===== src/rtl/asp_pkg.sv =====
// Purpose: Shared constants and types of the async serial port
// Assumes: 32-bit APB register slave, 8-bit address
// Notes:   All offsets are byte addresses
package asp_pkg;
  // Register offsets
  localparam logic [7:0] OFF_DATA = 8'h00;
  localparam logic [7:0] OFF_STAT = 8'h04;
  localparam logic [7:0] OFF_CTRL = 8'h08;
  localparam logic [7:0] OFF_LVL  = 8'h0C;
  localparam logic [7:0] OFF_DIV  = 8'h10;
  localparam logic [7:0] OFF_RIS  = 8'h14;
  localparam logic [7:0] OFF_MASK = 8'h18;
  // Control fields
  localparam int C_TXEN  = 0;
  localparam int C_RXEN  = 1;
  localparam int C_FEN   = 2;
  localparam int C_WLEN  = 3;
  localparam int C_PEN   = 5;
  localparam int C_EVEN  = 6;
  localparam int C_STICK = 7;
  localparam int C_STP2  = 8;
  localparam int C_BRK   = 9;
  localparam int C_RTSEN = 10;
  localparam int C_CTSEN = 11;
  localparam int C_RXDMA = 12;
  localparam int C_TXDMA = 13;
  localparam int CTRL_W  = 14;
  localparam logic [13:0] CTRL_RST = 14'h001F;
  // Level fields
  localparam int L_TX = 0;
  localparam int L_RX = 3;
  localparam logic [5:0] LVL_RST = 6'h12;
  localparam logic [15:0] DIV_RST = 16'h0004;
  // Interrupt bits
  localparam int I_TXL = 0;
  localparam int I_RXL = 1;
  localparam int I_EOT = 2;
  localparam int I_BRK = 3;
  localparam int I_FE  = 4;
  localparam int I_PE  = 5;
  localparam int N_INT = 6;
  // Status bits
  localparam int S_TXF  = 0;
  localparam int S_TXE  = 1;
  localparam int S_RXF  = 2;
  localparam int S_RXE  = 3;
  localparam int S_BUSY = 4;
  localparam int S_CTS  = 5;
  // Receive word layout
  localparam int W_FE  = 8;
  localparam int W_PE  = 9;
  localparam int W_BRK = 10;
  localparam int RXW   = 11;
  // Bit timing in oversample ticks
  localparam logic [3:0] OVS_LAST = 4'hF;
  localparam logic [3:0] OVS_MID  = 4'h7;
  localparam int MAX_BAUD = 3000000;

  typedef enum logic [2:0] {TX_IDLE, TX_START, TX_DATA, TX_PAR, TX_STOP} asp_tx_t;
  typedef enum logic [2:0] {RX_IDLE, RX_START, RX_DATA, RX_PAR, RX_STOP, RX_BRKW} asp_rx_t;

  // Threshold in entries for a level code
  function automatic int lvl(input logic [2:0] code, input int depth);
    int k;
    case (code)
      3'd0:    k = 1;
      3'd1:    k = 2;
      3'd2:    k = 4;
      3'd3:    k = 6;
      default: k = 7;
    endcase
    return depth * k / 8;
  endfunction : lvl

  // Parity bit for the enabled data bits
  function automatic logic par_bit(input logic [7:0] d, input logic [1:0] wl,
                                   input logic even, input logic stick);
    logic [7:0] m;
    m = 8'hFF >> (2'd3 - wl);
    if (stick) return ~even;
    return even ? ^(d & m) : ~^(d & m);
  endfunction : par_bit
endpackage : asp_pkg


===== src/rtl/asp_sync.sv =====
// Purpose: Two-flop synchroniser for pin inputs
// Assumes: Inputs asynchronous to pclk
// Notes:   Idle value set by parameter
`timescale 1ns/10ps
module asp_sync #(
  parameter int           W   = 1,
  parameter logic [W-1:0] RST = '1
) (
  input  wire logic         clk,
  input  wire logic         rstn,
  input  wire logic [W-1:0] d,
  output logic      [W-1:0] q
);
  logic [W-1:0] s1_r;

  always_ff @(posedge clk or negedge rstn) begin
    if (!rstn) begin
      s1_r <= RST;
      q    <= RST;
    end else begin
      s1_r <= d;
      q    <= s1_r;
    end
  end
endmodule : asp_sync


===== src/rtl/asp_fifo.sv =====
// Purpose: Synchronous FIFO with selectable one-entry depth
// Assumes: DEPTH is a power of two
// Notes:   Count output drives levels and requests
`timescale 1ns/10ps
module asp_fifo #(
  parameter int W     = 8,
  parameter int DEPTH = 16,
  parameter int CW    = $clog2(DEPTH + 1)
) (
  input  wire logic          clk,
  input  wire logic          rstn,
  input  wire logic          one_deep,
  input  wire logic          in_valid,
  output logic               in_ready,
  input  wire logic [W-1:0]  in_data,
  output logic               out_valid,
  input  wire logic          out_ready,
  output logic      [W-1:0]  out_data,
  output logic      [CW-1:0] count
);
  localparam int AW = $clog2(DEPTH);
  logic [W-1:0]  mem [DEPTH];
  logic [AW-1:0] wp_r;
  logic [AW-1:0] rp_r;
  logic          push;
  logic          pop;

  assign in_ready  = one_deep ? (count == '0) : (count != CW'(DEPTH));
  assign out_valid = (count != '0);
  assign out_data  = mem[rp_r];
  assign push      = in_valid & in_ready;
  assign pop       = out_valid & out_ready;

  always_ff @(posedge clk) begin
    if (push) begin
      mem[wp_r] <= in_data;
    end
  end

  always_ff @(posedge clk or negedge rstn) begin
    if (!rstn) begin
      wp_r  <= '0;
      rp_r  <= '0;
      count <= '0;
    end else begin
      if (push) wp_r <= wp_r + 1'b1;
      if (pop) rp_r <= rp_r + 1'b1;
      count <= count + CW'(push) - CW'(pop);
    end
  end
endmodule : asp_fifo


===== src/rtl/asp_top.sv =====
// Purpose: Async serial port with FIFOs, APB registers, IRQ and DMA requests
// Assumes: Single clock pclk, 16x oversampled baud tick
// Notes:   Pin inputs pass two flops before use
`timescale 1ns/10ps
module asp_top #(
  parameter int DEPTH = 16
) (
  input  wire logic        pclk,
  input  wire logic        presetn,
  input  wire logic        psel,
  input  wire logic        penable,
  input  wire logic        pwrite,
  input  wire logic [7:0]  paddr,
  input  wire logic [31:0] pwdata,
  output logic      [31:0] prdata,
  output logic             pready,
  output logic             pslverr,
  input  wire logic        rxd,
  input  wire logic        cts_n,
  output logic             txd,
  output logic             rts_n,
  output logic             irq,
  output logic             tx_dma_sreq,
  output logic             tx_dma_breq,
  output logic             rx_dma_sreq,
  output logic             rx_dma_breq
);
  localparam int CW = $clog2(DEPTH + 1);

  logic [asp_pkg::CTRL_W-1:0] ctrl_r;
  logic [5:0]                 lvl_r;
  logic [15:0]                div_r;
  logic [asp_pkg::N_INT-1:0]  ris_r, mask_r, ris_set;
  logic [15:0]                dcnt_r;
  logic                       tick_r;
  logic                       rxd_s, cts_s;
  logic                       wr_go, rd_go, acc, mapped;
  logic                       tx_iv, tx_ir, tx_ov, tx_pop;
  logic [7:0]                 tx_od;
  logic [CW-1:0]              tx_cnt, rx_cnt, tx_lim, rx_lim;
  logic                       rx_ir, rx_ov, rx_pop;
  logic [asp_pkg::RXW-1:0]    rx_od, rx_w_r;
  logic                       rx_push_r;
  logic                       txl_hit, rxl_hit, txl_d_r, rxl_d_r;
  asp_pkg::asp_tx_t           tx_st;
  asp_pkg::asp_rx_t           rx_st;
  logic [3:0]                 tsub_r, rsub_r;
  logic [2:0]                 tbit_r, rbit_r;
  logic [7:0]                 tsh_r, rsh_r;
  logic                       tpar_r, rpar_r, txd_r, eot_r;
  logic                       brk_r, fe_r, pe_r;
  logic [2:0]                 nlast;
  logic                       fen, pen, cts_ok, is_brk, rx_bad_par;

  assign fen    = ctrl_r[asp_pkg::C_FEN];
  assign pen    = ctrl_r[asp_pkg::C_PEN];
  assign nlast  = 3'd4 + {1'b0, ctrl_r[asp_pkg::C_WLEN +: 2]};
  assign cts_ok = ~ctrl_r[asp_pkg::C_CTSEN] | ~cts_s;

  //////////////////////////////////////////////////////////////////////////
  // Pin synchronisers
  asp_sync #(.W(2), .RST(2'b11)) u_sync (
    .clk  (pclk),
    .rstn (presetn),
    .d    ({rxd, cts_n}),
    .q    ({rxd_s, cts_s})
  );

  //////////////////////////////////////////////////////////////////////////
  // APB slave, one wait state
  assign acc    = psel & penable;
  assign wr_go  = acc & pready & pwrite;
  assign rd_go  = acc & pready & ~pwrite;
  assign mapped = (paddr <= asp_pkg::OFF_MASK) && (paddr[1:0] == 2'b00);

  always_ff @(posedge pclk or negedge presetn) begin
    if (!presetn) begin
      pready  <= 1'b0;
      pslverr <= 1'b0;
      prdata  <= '0;
    end else begin
      pready  <= acc & ~pready;
      pslverr <= acc & ~pready & ~mapped;
      if (acc && !pready && !pwrite) begin
        unique case (paddr)
          asp_pkg::OFF_DATA: prdata <= {21'h0, rx_ov ? rx_od : 11'h000};
          asp_pkg::OFF_STAT: prdata <= {26'h0, ~cts_s, tx_st != asp_pkg::TX_IDLE,
                                        ~rx_ov, ~rx_ir, ~tx_ov, ~tx_ir};
          asp_pkg::OFF_CTRL: prdata <= {18'h0, ctrl_r};
          asp_pkg::OFF_LVL:  prdata <= {26'h0, lvl_r};
          asp_pkg::OFF_DIV:  prdata <= {16'h0, div_r};
          asp_pkg::OFF_RIS:  prdata <= {26'h0, ris_r};
          asp_pkg::OFF_MASK: prdata <= {26'h0, mask_r};
          default:           prdata <= '0;
        endcase
      end
    end
  end

  always_ff @(posedge pclk or negedge presetn) begin
    if (!presetn) begin
      ctrl_r <= asp_pkg::CTRL_RST;
      lvl_r  <= asp_pkg::LVL_RST;
      div_r  <= asp_pkg::DIV_RST;
      mask_r <= '0;
    end else if (wr_go) begin
      if (paddr == asp_pkg::OFF_CTRL) ctrl_r <= pwdata[asp_pkg::CTRL_W-1:0];
      if (paddr == asp_pkg::OFF_LVL) lvl_r <= pwdata[5:0];
      if (paddr == asp_pkg::OFF_DIV) div_r <= pwdata[15:0];
      if (paddr == asp_pkg::OFF_MASK) mask_r <= pwdata[asp_pkg::N_INT-1:0];
    end
  end

  //////////////////////////////////////////////////////////////////////////
  // FIFOs
  // Two independent FIFOs
  assign tx_iv  = wr_go && (paddr == asp_pkg::OFF_DATA);
  assign rx_pop = rd_go && (paddr == asp_pkg::OFF_DATA);

  asp_fifo #(.W(8), .DEPTH(DEPTH)) u_txf (
    .clk       (pclk),
    .rstn      (presetn),
    .one_deep  (~fen),
    .in_valid  (tx_iv),
    .in_ready  (tx_ir),
    .in_data   (pwdata[7:0]),
    .out_valid (tx_ov),
    .out_ready (tx_pop),
    .out_data  (tx_od),
    .count     (tx_cnt)
  );

  asp_fifo #(.W(asp_pkg::RXW), .DEPTH(DEPTH)) u_rxf (
    .clk       (pclk),
    .rstn      (presetn),
    .one_deep  (~fen),
    .in_valid  (rx_push_r),
    .in_ready  (rx_ir),
    .in_data   (rx_w_r),
    .out_valid (rx_ov),
    .out_ready (rx_pop),
    .out_data  (rx_od),
    .count     (rx_cnt)
  );

  assign tx_lim  = CW'(asp_pkg::lvl(lvl_r[asp_pkg::L_TX +: 3], DEPTH));
  assign rx_lim  = CW'(asp_pkg::lvl(lvl_r[asp_pkg::L_RX +: 3], DEPTH));
  assign txl_hit = fen ? (tx_cnt <= tx_lim) : (tx_cnt == '0);
  assign rxl_hit = fen ? (rx_cnt >= rx_lim) : (rx_cnt != '0);

  //////////////////////////////////////////////////////////////////////////
  // Baud divider
  // Oversample tick every div cycles
  always_ff @(posedge pclk or negedge presetn) begin
    if (!presetn) begin
      dcnt_r <= '0;
      tick_r <= 1'b0;
    end else if (dcnt_r + 16'd1 >= div_r) begin
      dcnt_r <= '0;
      tick_r <= 1'b1;
    end else begin
      dcnt_r <= dcnt_r + 16'd1;
      tick_r <= 1'b0;
    end
  end

  //////////////////////////////////////////////////////////////////////////
  // Transmitter
  // Hold off while CTS is deasserted
  assign tx_pop = tick_r && tx_st == asp_pkg::TX_IDLE && tx_ov && cts_ok &&
                  ctrl_r[asp_pkg::C_TXEN];

  always_ff @(posedge pclk or negedge presetn) begin
    if (!presetn) begin
      tx_st  <= asp_pkg::TX_IDLE;
      tsub_r <= '0;
      tbit_r <= '0;
      tsh_r  <= '0;
      tpar_r <= 1'b0;
      txd_r  <= 1'b1;
      eot_r  <= 1'b0;
    end else begin
      eot_r <= 1'b0;
      if (tick_r) begin
        tsub_r <= tsub_r + 4'd1;
        unique case (tx_st)
          asp_pkg::TX_IDLE: if (tx_pop) begin
            tx_st  <= asp_pkg::TX_START;
            tsub_r <= '0;
            tsh_r  <= tx_od;
            txd_r  <= 1'b0;
            tpar_r <= asp_pkg::par_bit(tx_od, ctrl_r[asp_pkg::C_WLEN +: 2],
                                       ctrl_r[asp_pkg::C_EVEN], ctrl_r[asp_pkg::C_STICK]);
          end
          asp_pkg::TX_START: if (tsub_r == asp_pkg::OVS_LAST) begin
            tx_st  <= asp_pkg::TX_DATA;
            tbit_r <= '0;
            txd_r  <= tsh_r[0];
          end
          asp_pkg::TX_DATA: if (tsub_r == asp_pkg::OVS_LAST) begin
            if (tbit_r == nlast) begin
              tx_st  <= pen ? asp_pkg::TX_PAR : asp_pkg::TX_STOP;
              txd_r  <= pen ? tpar_r : 1'b1;
              tbit_r <= '0;
            end else begin
              tsh_r  <= tsh_r >> 1;
              txd_r  <= tsh_r[1];
              tbit_r <= tbit_r + 3'd1;
            end
          end
          asp_pkg::TX_PAR: if (tsub_r == asp_pkg::OVS_LAST) begin
            tx_st <= asp_pkg::TX_STOP;
            txd_r <= 1'b1;
          end
          asp_pkg::TX_STOP: if (tsub_r == asp_pkg::OVS_LAST) begin
            if (ctrl_r[asp_pkg::C_STP2] && tbit_r == 3'd0) begin
              tbit_r <= 3'd1;
            end else begin
              tx_st <= asp_pkg::TX_IDLE;
              eot_r <= ~tx_ov;
            end
          end
        endcase
      end
    end
  end

  always_ff @(posedge pclk or negedge presetn) begin
    if (!presetn) txd <= 1'b1;
    else          txd <= txd_r & ~ctrl_r[asp_pkg::C_BRK];
  end

  //////////////////////////////////////////////////////////////////////////
  // Receiver
  assign rx_bad_par = pen && (rpar_r != asp_pkg::par_bit(rsh_r, ctrl_r[asp_pkg::C_WLEN +: 2],
                               ctrl_r[asp_pkg::C_EVEN], ctrl_r[asp_pkg::C_STICK]));
  assign is_brk     = ~rxd_s && rsh_r == 8'h00 && (~pen || ~rpar_r);

  always_ff @(posedge pclk or negedge presetn) begin
    if (!presetn) begin
      rx_st     <= asp_pkg::RX_IDLE;
      rsub_r    <= '0;
      rbit_r    <= '0;
      rsh_r     <= '0;
      rpar_r    <= 1'b0;
      rx_push_r <= 1'b0;
      rx_w_r    <= '0;
      brk_r     <= 1'b0;
      fe_r      <= 1'b0;
      pe_r      <= 1'b0;
    end else begin
      rx_push_r <= 1'b0;
      brk_r     <= 1'b0;
      fe_r      <= 1'b0;
      pe_r      <= 1'b0;
      if (tick_r) begin
        rsub_r <= rsub_r + 4'd1;
        unique case (rx_st)
          asp_pkg::RX_IDLE: if (!rxd_s && ctrl_r[asp_pkg::C_RXEN]) begin
            rx_st  <= asp_pkg::RX_START;
            rsub_r <= '0;
            rsh_r  <= '0;
          end
          asp_pkg::RX_START: if (rsub_r == asp_pkg::OVS_MID) begin
            rx_st  <= rxd_s ? asp_pkg::RX_IDLE : asp_pkg::RX_DATA;
            rsub_r <= '0;
            rbit_r <= '0;
          end
          asp_pkg::RX_DATA: if (rsub_r == asp_pkg::OVS_LAST) begin
            rsh_r[rbit_r] <= rxd_s;
            rbit_r        <= rbit_r + 3'd1;
            if (rbit_r == nlast) rx_st <= pen ? asp_pkg::RX_PAR : asp_pkg::RX_STOP;
          end
          asp_pkg::RX_PAR: if (rsub_r == asp_pkg::OVS_LAST) begin
            rpar_r <= rxd_s;
            rx_st  <= asp_pkg::RX_STOP;
          end
          asp_pkg::RX_STOP: if (rsub_r == asp_pkg::OVS_LAST) begin
            // Low through whole frame is break
            rx_st     <= is_brk ? asp_pkg::RX_BRKW : asp_pkg::RX_IDLE;
            rx_push_r <= 1'b1;
            rx_w_r    <= {is_brk, rx_bad_par, ~rxd_s, rsh_r};
            brk_r     <= is_brk;
            fe_r      <= ~rxd_s;
            pe_r      <= rx_bad_par;
          end
          asp_pkg::RX_BRKW: if (rxd_s) rx_st <= asp_pkg::RX_IDLE;
          default: rx_st <= asp_pkg::RX_IDLE;
        endcase
      end
    end
  end

  //////////////////////////////////////////////////////////////////////////
  // Interrupts, flow control, DMA
  // Level crossings, end of transmission, break, framing and parity errors
  assign ris_set = {pe_r, fe_r, brk_r, eot_r, rxl_hit & ~rxl_d_r, txl_hit & ~txl_d_r};

  always_ff @(posedge pclk or negedge presetn) begin
    if (!presetn) begin
      ris_r   <= '0;
      txl_d_r <= 1'b1;
      rxl_d_r <= 1'b0;
      irq     <= 1'b0;
    end else begin
      txl_d_r <= txl_hit;
      rxl_d_r <= rxl_hit;
      ris_r   <= (ris_r & ~((wr_go && paddr == asp_pkg::OFF_RIS) ?
                  pwdata[asp_pkg::N_INT-1:0] : '0)) | ris_set;
      irq     <= |(ris_r & mask_r);
    end
  end

  always_ff @(posedge pclk or negedge presetn) begin
    if (!presetn) begin
      rts_n       <= 1'b1;
      tx_dma_sreq <= 1'b0;
      tx_dma_breq <= 1'b0;
      rx_dma_sreq <= 1'b0;
      rx_dma_breq <= 1'b0;
    end else begin
      rts_n       <= ctrl_r[asp_pkg::C_RTSEN] & ~rx_ir;
      tx_dma_sreq <= ctrl_r[asp_pkg::C_TXDMA] & tx_ir;
      tx_dma_breq <= ctrl_r[asp_pkg::C_TXDMA] & txl_hit;
      rx_dma_sreq <= ctrl_r[asp_pkg::C_RXDMA] & rx_ov;
      rx_dma_breq <= ctrl_r[asp_pkg::C_RXDMA] & rxl_hit;
    end
  end
endmodule : asp_top


===== config.mk =====
export PLATFORM = sky130hd
export DESIGN_NAME = asp_top
export DESIGN_NICKNAME = d
export VERILOG_FILES = /design/src/rtl/asp_pkg.sv /design/src/rtl/asp_sync.sv /design/src/rtl/asp_fifo.sv /design/src/rtl/asp_top.sv
export SDC_FILE = /design/constraint.sdc
export NUM_CORES = 1
export LEC_CHECK = 0
export BUFFER_PORTS_ARGS = -buffer_cell sky130_fd_sc_hd__buf_2
export CAP_MARGIN = 10
export CORE_MARGIN = 4
export CORE_UTILIZATION = 35
export DETAILED_ROUTE_END_ITERATION = 8
export MAX_ROUTING_LAYER = met4
export PLACE_DENSITY = 0.56
export SLEW_MARGIN = 20
export SYNTH_ARGS = -nofsm -noshare
export SYNTH_HDL_FRONTEND = slang
export SYNTH_SLANG_ARGS = --single-unit

===== constraint.sdc =====
create_clock -name pclk -period 2.7 [get_ports pclk]
set_clock_uncertainty 0.05 [all_clocks]
set_input_delay 0.54 -clock pclk [delete_from_list [all_inputs] [get_ports pclk]]
set_output_delay 0.54 -clock pclk [all_outputs]
set_load 0.005 [all_outputs]

; ---- Word-level counts from Yosys, hierarchy flattened
; Memories as Yosys holds them, arrays and structs flattened.
; Index checks and enable logic that the tools add are counted.
; W data, S select, Z words.
[op_classes]
n_addsub = 15
magnitude_cmp = 6
n_eq_ne = 45
n_shift = 1
mux = 90
n_bitwise = 41
n_reduce_logical = 57
[ops]
columns = op, count
row1 = $pmux W16 S7, 1
row2 = $mux W3, 23
row3 = $mux W1, 41
row4 = $mux W8, 5
row5 = $pmux W8 S2, 2
row6 = $ne A2 B2 Y1 const B, 14
row7 = $add A4 B1 Y4 const B, 6
row8 = $eq A3 B2 Y1 const B, 8
row9 = $eq A8 B5 Y1 const B, 3
row10 = $pmux W3 S4, 2
row11 = $and A1 B1 Y1, 18
row12 = $pmux W3 S6, 1
row13 = $add A16 B1 Y16 const B, 1
row14 = $and A8 B8 Y8, 2
row15 = $eq A8 B4 Y1 const B, 2
row16 = $ge A16 B16 Y1, 1
row17 = $logic_and A1 B1 Y1, 16
row18 = $logic_not A8 Y1, 2
row19 = $mux W16, 1
row20 = $mux W4, 4
row21 = $not A1 Y1, 16
row22 = $reduce_and A8 Y1, 2
row23 = $reduce_xnor A8 Y1, 2
row24 = $reduce_xor A8 Y1, 2
row25 = other kinds (49), 80
[totals]
ff_bits = 193
ramBits = 304
inputBits = 47
out_inout_bits = 41
elab_cells = 301
n_memories = 2
[mem_list]
columns = name, depth, word_bits, rd, rd_clocked_by_memory_dff, wr, line
row1 = u_rxf.mem, 16, 11, 1, 0, 1, asp_fifo.sv:22  ; logic [W-1:0] mem [DEPTH];
row2 = u_txf.mem, 16, 8, 1, 0, 1, asp_fifo.sv:22

; ---- Logic depth before layout (Yosys ltp)
[depth]
ltp_word = 11
mapped_depth = 14
depth_no_buf = 14

; ---- Cells and area by module
; From an unflattened synthesis, not the netlist that was laid out.
[unflattened]
hier_cells = 1522
area_unflattened_um2 = 21375.5
[by_module_without_submodules]
columns = module, n_inst, cells_each, area_each_um2, seq_area_each_um2
row1 = asp_top, 1, 792, 7908.8, 3693.5
row2 = asp_fifo at u_rxf, 1, 406, 7599.8, 5610.4
row3 = asp_fifo at u_txf, 1, 320, 5761.8, 4169.0
row4 = asp_sync, 1, 4, 105.1, 105.1

; ---- Worst setup path after synthesis
; No wires, ideal clock.
[synth_path]
path_kind = input to register
startpoint = input paddr[5]
endpoint = register u_rxf.count[4]
setup_time_ps = 123
arrival_time_ps = 2905
t_required_ps = 2527
setup_slack_ps = -378
cell_stages = 11
path_buffers = 0
path_cell_list = nor4_1 nand2_1 nor4_1 ha_1 inv_1 ha_1 fa_1 a21oi_1 nor2_1 nor2_1 xnor2_1
[synth_between]
elab_chain_cells = 4
[synth_rtl]
columns = element, line
row1 = "start, declared", asp_top.sv:13  ; input wire logic [7:0] paddr,
row2 = $logic_not A8 Y1, asp_top.sv:118  ; assign rx_pop = rd_go && (paddr == asp_pkg::OFF_DATA);
row3 = $logic_and A1 B1 Y1, asp_top.sv:118
row4 = $and A1 B1 Y1, asp_fifo.sv:32  ; assign pop = out_valid & out_ready;
row5 = named net u_rxf.pop, asp_fifo.sv:26  ; logic pop;
row6 = $sub A5 B1 Y5, asp_fifo.sv:48  ; count <= count + CW'(push) - CW'(pop);
row7 = "end signal, assigned", asp_fifo.sv:48
row8 = "end, declared", asp_fifo.sv:19  ; output logic [CW-1:0] count
; The timed path passes the listed nets, and every way through them passes these cells.
; A chain may end at the register's enable or synchronous reset.

; ---- Worst setup path after layout
[layout_path]
startpoint = register u_txf.rp_r[1]
endpoint = register tpar_r
[layout_between]
elab_chain_cells = 5
word_cells_on_any_way = 6
cone_classes = mux: 2 / bitwise: 1 / reduce/logical: 2 / memory: 1
[layout_rtl]
columns = element, line
row1 = "start, declared", asp_fifo.sv:24  ; logic [AW-1:0] rp_r;
row2 = "start signal, assigned", asp_fifo.sv:47  ; if (pop) rp_r <= rp_r + 1'b1;
row3 = $mem_v2 Z16 W8 *, -
row4 = $and A8 B8 Y8 *, asp_pkg.sv:81  ; return even ? ^(d & m) : ~^(d & m);
row5 = $reduce_xnor A8 Y1 or $reduce_xor A8 Y1 (tied branches), asp_pkg.sv:81
row6 = $mux W1 * (2 in series), asp_pkg.sv:81
row7 = "end signal, assigned", asp_top.sv:192  ; tpar_r <= asp_pkg::par_bit(tx_od, ctrl_r[asp_pkg::C_WLEN +: 2],
row8 = "end, declared", asp_top.sv:50  ; logic tpar_r, rpar_r, txd_r, eot_r;
; Mark *: on every way between the ends. The rest lies on a longest branch, timed or not.

==> flow_summary.json <==
{
  "drtPass1Iterations": 5,
  "grt_pass1_vias": 12800,
  "grt.overflow.total": 0,
  "clkTransAtPathRegs_ns": 0.06,
  "drc_errors": 0,
  "port_buffers": 55,
  "fin_ws_ns": -0.0800,
  "via_per_inst": 5.12,
  "path_class": "register to register",
  "nNetsFinal": 1743,
  "comb_power_share_pct": 7.9,
  "synth_edf_count": 304,
  "tightest_slew_ns": 0.640,
  "powerDensity_nw_per_um2": 667,
  "hold_depth": 2,
  "htreeDepth": 2,
  "worst_ep_arrival_time_ns": 3.20,
  "first_iter_violations": 774,
  "start_util_pct": 35.4,
  "outcome": "complete, but fails checks",
  "clk_latency_ns": 0.59,
  "grt_setup_unrepaired": "yes",
  "maxCapViolCount": 0,
  "swShare_pct": 22.4,
  "p_int_w": 0.0133,
  "antenna_cells": 0,
  "p_seq_share_pct": 47.3,
  "die_x_um": 253,
  "area_growth_pct": 22.1,
  "place.gp.congestion": 0.835,
  "cts.sinks": 481,
  "fin_crit_sh_pct": 103,
  "coreArea_um2": 59100,
  "final_common_cell": "edfxtp_1",
  "cp-start-kind": "register",
  "place_area_um2": 23500,
  "hold_slack_ns": 0.137,
  "ys_seq_area_share_pct": 64.8,
  "fin_util_pct": 43.3,
  "grt_pass1_wl_um": 77700,
  "slew_headroom_pct": 57.3,
  "hold_viol": 0,
  "clock_power_share_pct": 44.8,
  "detail_route.wl_per_cell_um": 20.5,
  "slew_viol_final": 0,
  "vias": 12600,
  "grt_max_degree": 60,
  "die_area_um2": 63800,
  "dp_hpwl_um": 34500,
  "root_buffer": "clkbuf_16",
  "violations": "setup timing",
  "pin_count": 88,
  "period_needed_ns": 2.78,
  "min_path_type": "input pin to register",
  "synthesis.area_um2": 21000,
  "clk_path_buf_depth": 3,
  "path_max_fanout": 9,
  "finalSetupViolations": 17,
  "setup_tns_ns": -0.629,
  "p_sw_w": 0.00382,
  "fin_area_um2": 25600,
  "yosysWarnings": 0,
  "reg2reg_depth": 13,
  "drive_gt1_share_pct": 28.3,
  "ys_types": 72,
  "final_cell_mix": "edfxtp_1, dfrtp_1, nand2_1, buf_4, inv_1",
  "route.antenna.remaining_nets": 0,
  "fill_cells": 5310,
  "required_ns": 3.12,
  "globalRouteTotalUtil_pct": 16.3,
  "p_leak_nw": 9.64,
  "cts_tree": "yes",
  "synthArstFlopShare_pct": 36.8,
  "wirelength_um": 50400,
  "synth_ff_type": "edfxtp_1",
  "synth-seq-cells": 481,
  "antenna_found_initial": 1,
  "die_h_um": 253,
  "timing.fmax_mhz": 360,
  "netlist_instances": 1451,
  "syn_area_per_cell_um2": 14.4,
  "rows": 89,
  "vdd_drop_max_uv": 588,
  "cts_buffers": 51,
  "critPathCaptureType": "register"
}
[registers in the layout (all words and copies together) (netlist names), 4 cells and up]
| signal | cells |
|---|---|
| ctrl_r | 14 |
| dcnt_r | 16 |
| div_r | 16 |
| lvl_r | 6 |
| mask_r | 6 |
| prdata | 16 |
| ris_r | 6 |
| rsh_r | 8 |
| rsub_r | 4 |
| rx_w_r | 11 |
| tsh_r | 8 |
| tsub_r | 4 |
| u_rxf.count | 5 |
| u_rxf.mem | 176 |
| u_rxf.rp_r | 4 |
| u_rxf.wp_r | 4 |
| u_txf.count | 5 |
| u_txf.mem | 128 |
| u_txf.rp_r | 4 |
| u_txf.wp_r | 4 |
[routing by layer]
layer,part of all wire [%],track usage (%),wire [um]
met5,0,-,0
met3,5.2,2.95,2650
met4,2.6,4.63,1310
met1,42,20.8,21400
met2,50,27.0,25100
[kinds of logic (layout without fill, tap and decap cells)]
kind of cell | Yosys count | after routing | synth area share, %
xor+xnor | 51 | 51 | 2.20
fa+ha+maj | 54 | 54 | 3.30
other cells | 1 | 16 | 0.0179
compound gates | 237 | 237 | 7.73
mux | 151 | 151 | 11.4
simple gates | 324 | 324 | 7.27
flops | 481 | 481 | 64.8
buf+inv | 152 | 369 | 3.30
[synth_stat cells, drive strengths merged (3+ instances only)]
cell / instances / area share, %
a211oi: 10 / 0.36
a21o: 24 / 0.86
a21oi: 38 / 0.91
a221oi: 25 / 1.2
a222oi: 5 / 0.24
a22oi: 31 / 1.1
a31oi: 7 / 0.21
and2: 16 / 0.48
and3: 9 / 0.27
and4: 3 / 0.13
buf: 38 / 1.3
clkbuf: 45 / 0.81
dfrtp: 161 / 19
dfstp: 16 / 2.0
edfxtp: 304 / 44
ha: 52 / 3.1
inv: 69 / 1.2
mux2: 47 / 2.5
mux2i: 40 / 1.9
mux4: 64 / 6.9
nand2: 119 / 2.1
nand2b: 3 / 0.090
nand3: 28 / 0.67
nand4: 15 / 0.45
nor2: 72 / 1.3
nor2b: 26 / 0.78
nor3: 16 / 0.38
nor3b: 3 / 0.11
nor4: 5 / 0.18
o21a: 3 / 0.11
o21ai: 68 / 1.6
o31ai: 3 / 0.11
o41ai: 4 / 0.17
or3: 3 / 0.090
xnor2: 35 / 1.5
xor2: 15 / 0.63
[critical path, cell delays in order, from the launching register on]
cell and delay [ns]:
dfrtp_1 0.40, buf_4 0.15, and2_4 0.16, buf_12 0.14
a221oi_1 0.31, buf_4 0.18, a22oi_1 0.08, nand2_1 0.13
xnor3_1 0.43, xnor2_2 0.16, xnor2_1 0.14, nor2_1 0.13
xor2_1 0.15, o21ai_1 0.07
[stage by stage]
stage / total power (W) / setup slack [ns] / cells
CTS: 0.0173 / -0.105 / 2451
detailed placement: 0.00951 / -0.345 / 2351
global route: 0.0178 / -0.246 / 2456
floorplan: 0.00901 / -0.0377 / 1466
finish: 0.0171 / -0.0800 / 2456
global placement: 0.00947 / -0.238 / 2351
[area by class of cell]
| type | count | area (um^2) | share of cell area (%) |
|---|---|---|---|
| well taps | 773 | 967 | 3.78 |
| repair buffers | 206 | 1910 | 7.47 |
| multi-input cells | 833 | 7000 | 27.4 |
| inverters | 69 | 259 | 1.01 |
| flip-flops and latches | 481 | 13600 | 53.1 |
| clock buffers | 61 | 1410 | 5.50 |
| clock inverters | 33 | 452 | 1.77 |
[power groups by stage]
stage,Combinational (W),Clock (W),Sequential (W)
global route,0.00152,0.00818,0.00810
detailed placement,0.00128,0,0.00822
global placement,0.00126,0,0.00822
floorplan,0.000813,0,0.00820
CTS,0.00135,0.00784,0.00808
finish,0.00134,0.00765,0.00808
[timing repair]
| action | in CTS | in global routing |
|---|---|---|
| resized for setup | 11 | 22 |
| pin swaps | 11 | 6 |
| setup buffers | 3 | 5 |
| setup endpoints to repair | 20 | 94 |
| endpoints found under the hold margin | 39 | 0 |
| hold buffers | 3 | 0 |
[worst paths after layout]
check	slack, ns	from	end
max in group asynchronous	1.44	presetn	u_sync.s1_r[1]
min reg2reg	0.31	u_sync.s1_r[1]	u_sync.q[1]
max	-0.08	u_txf.rp_r[1]	tpar_r
min in group asynchronous	0.42	presetn	tsub_r[1]
min	0.14	pwdata[15]	div_r[15]
max reg2reg	-0.08	u_txf.rp_r[1]	tpar_r
No activity file was read; power rests on OpenSTA's default activity.
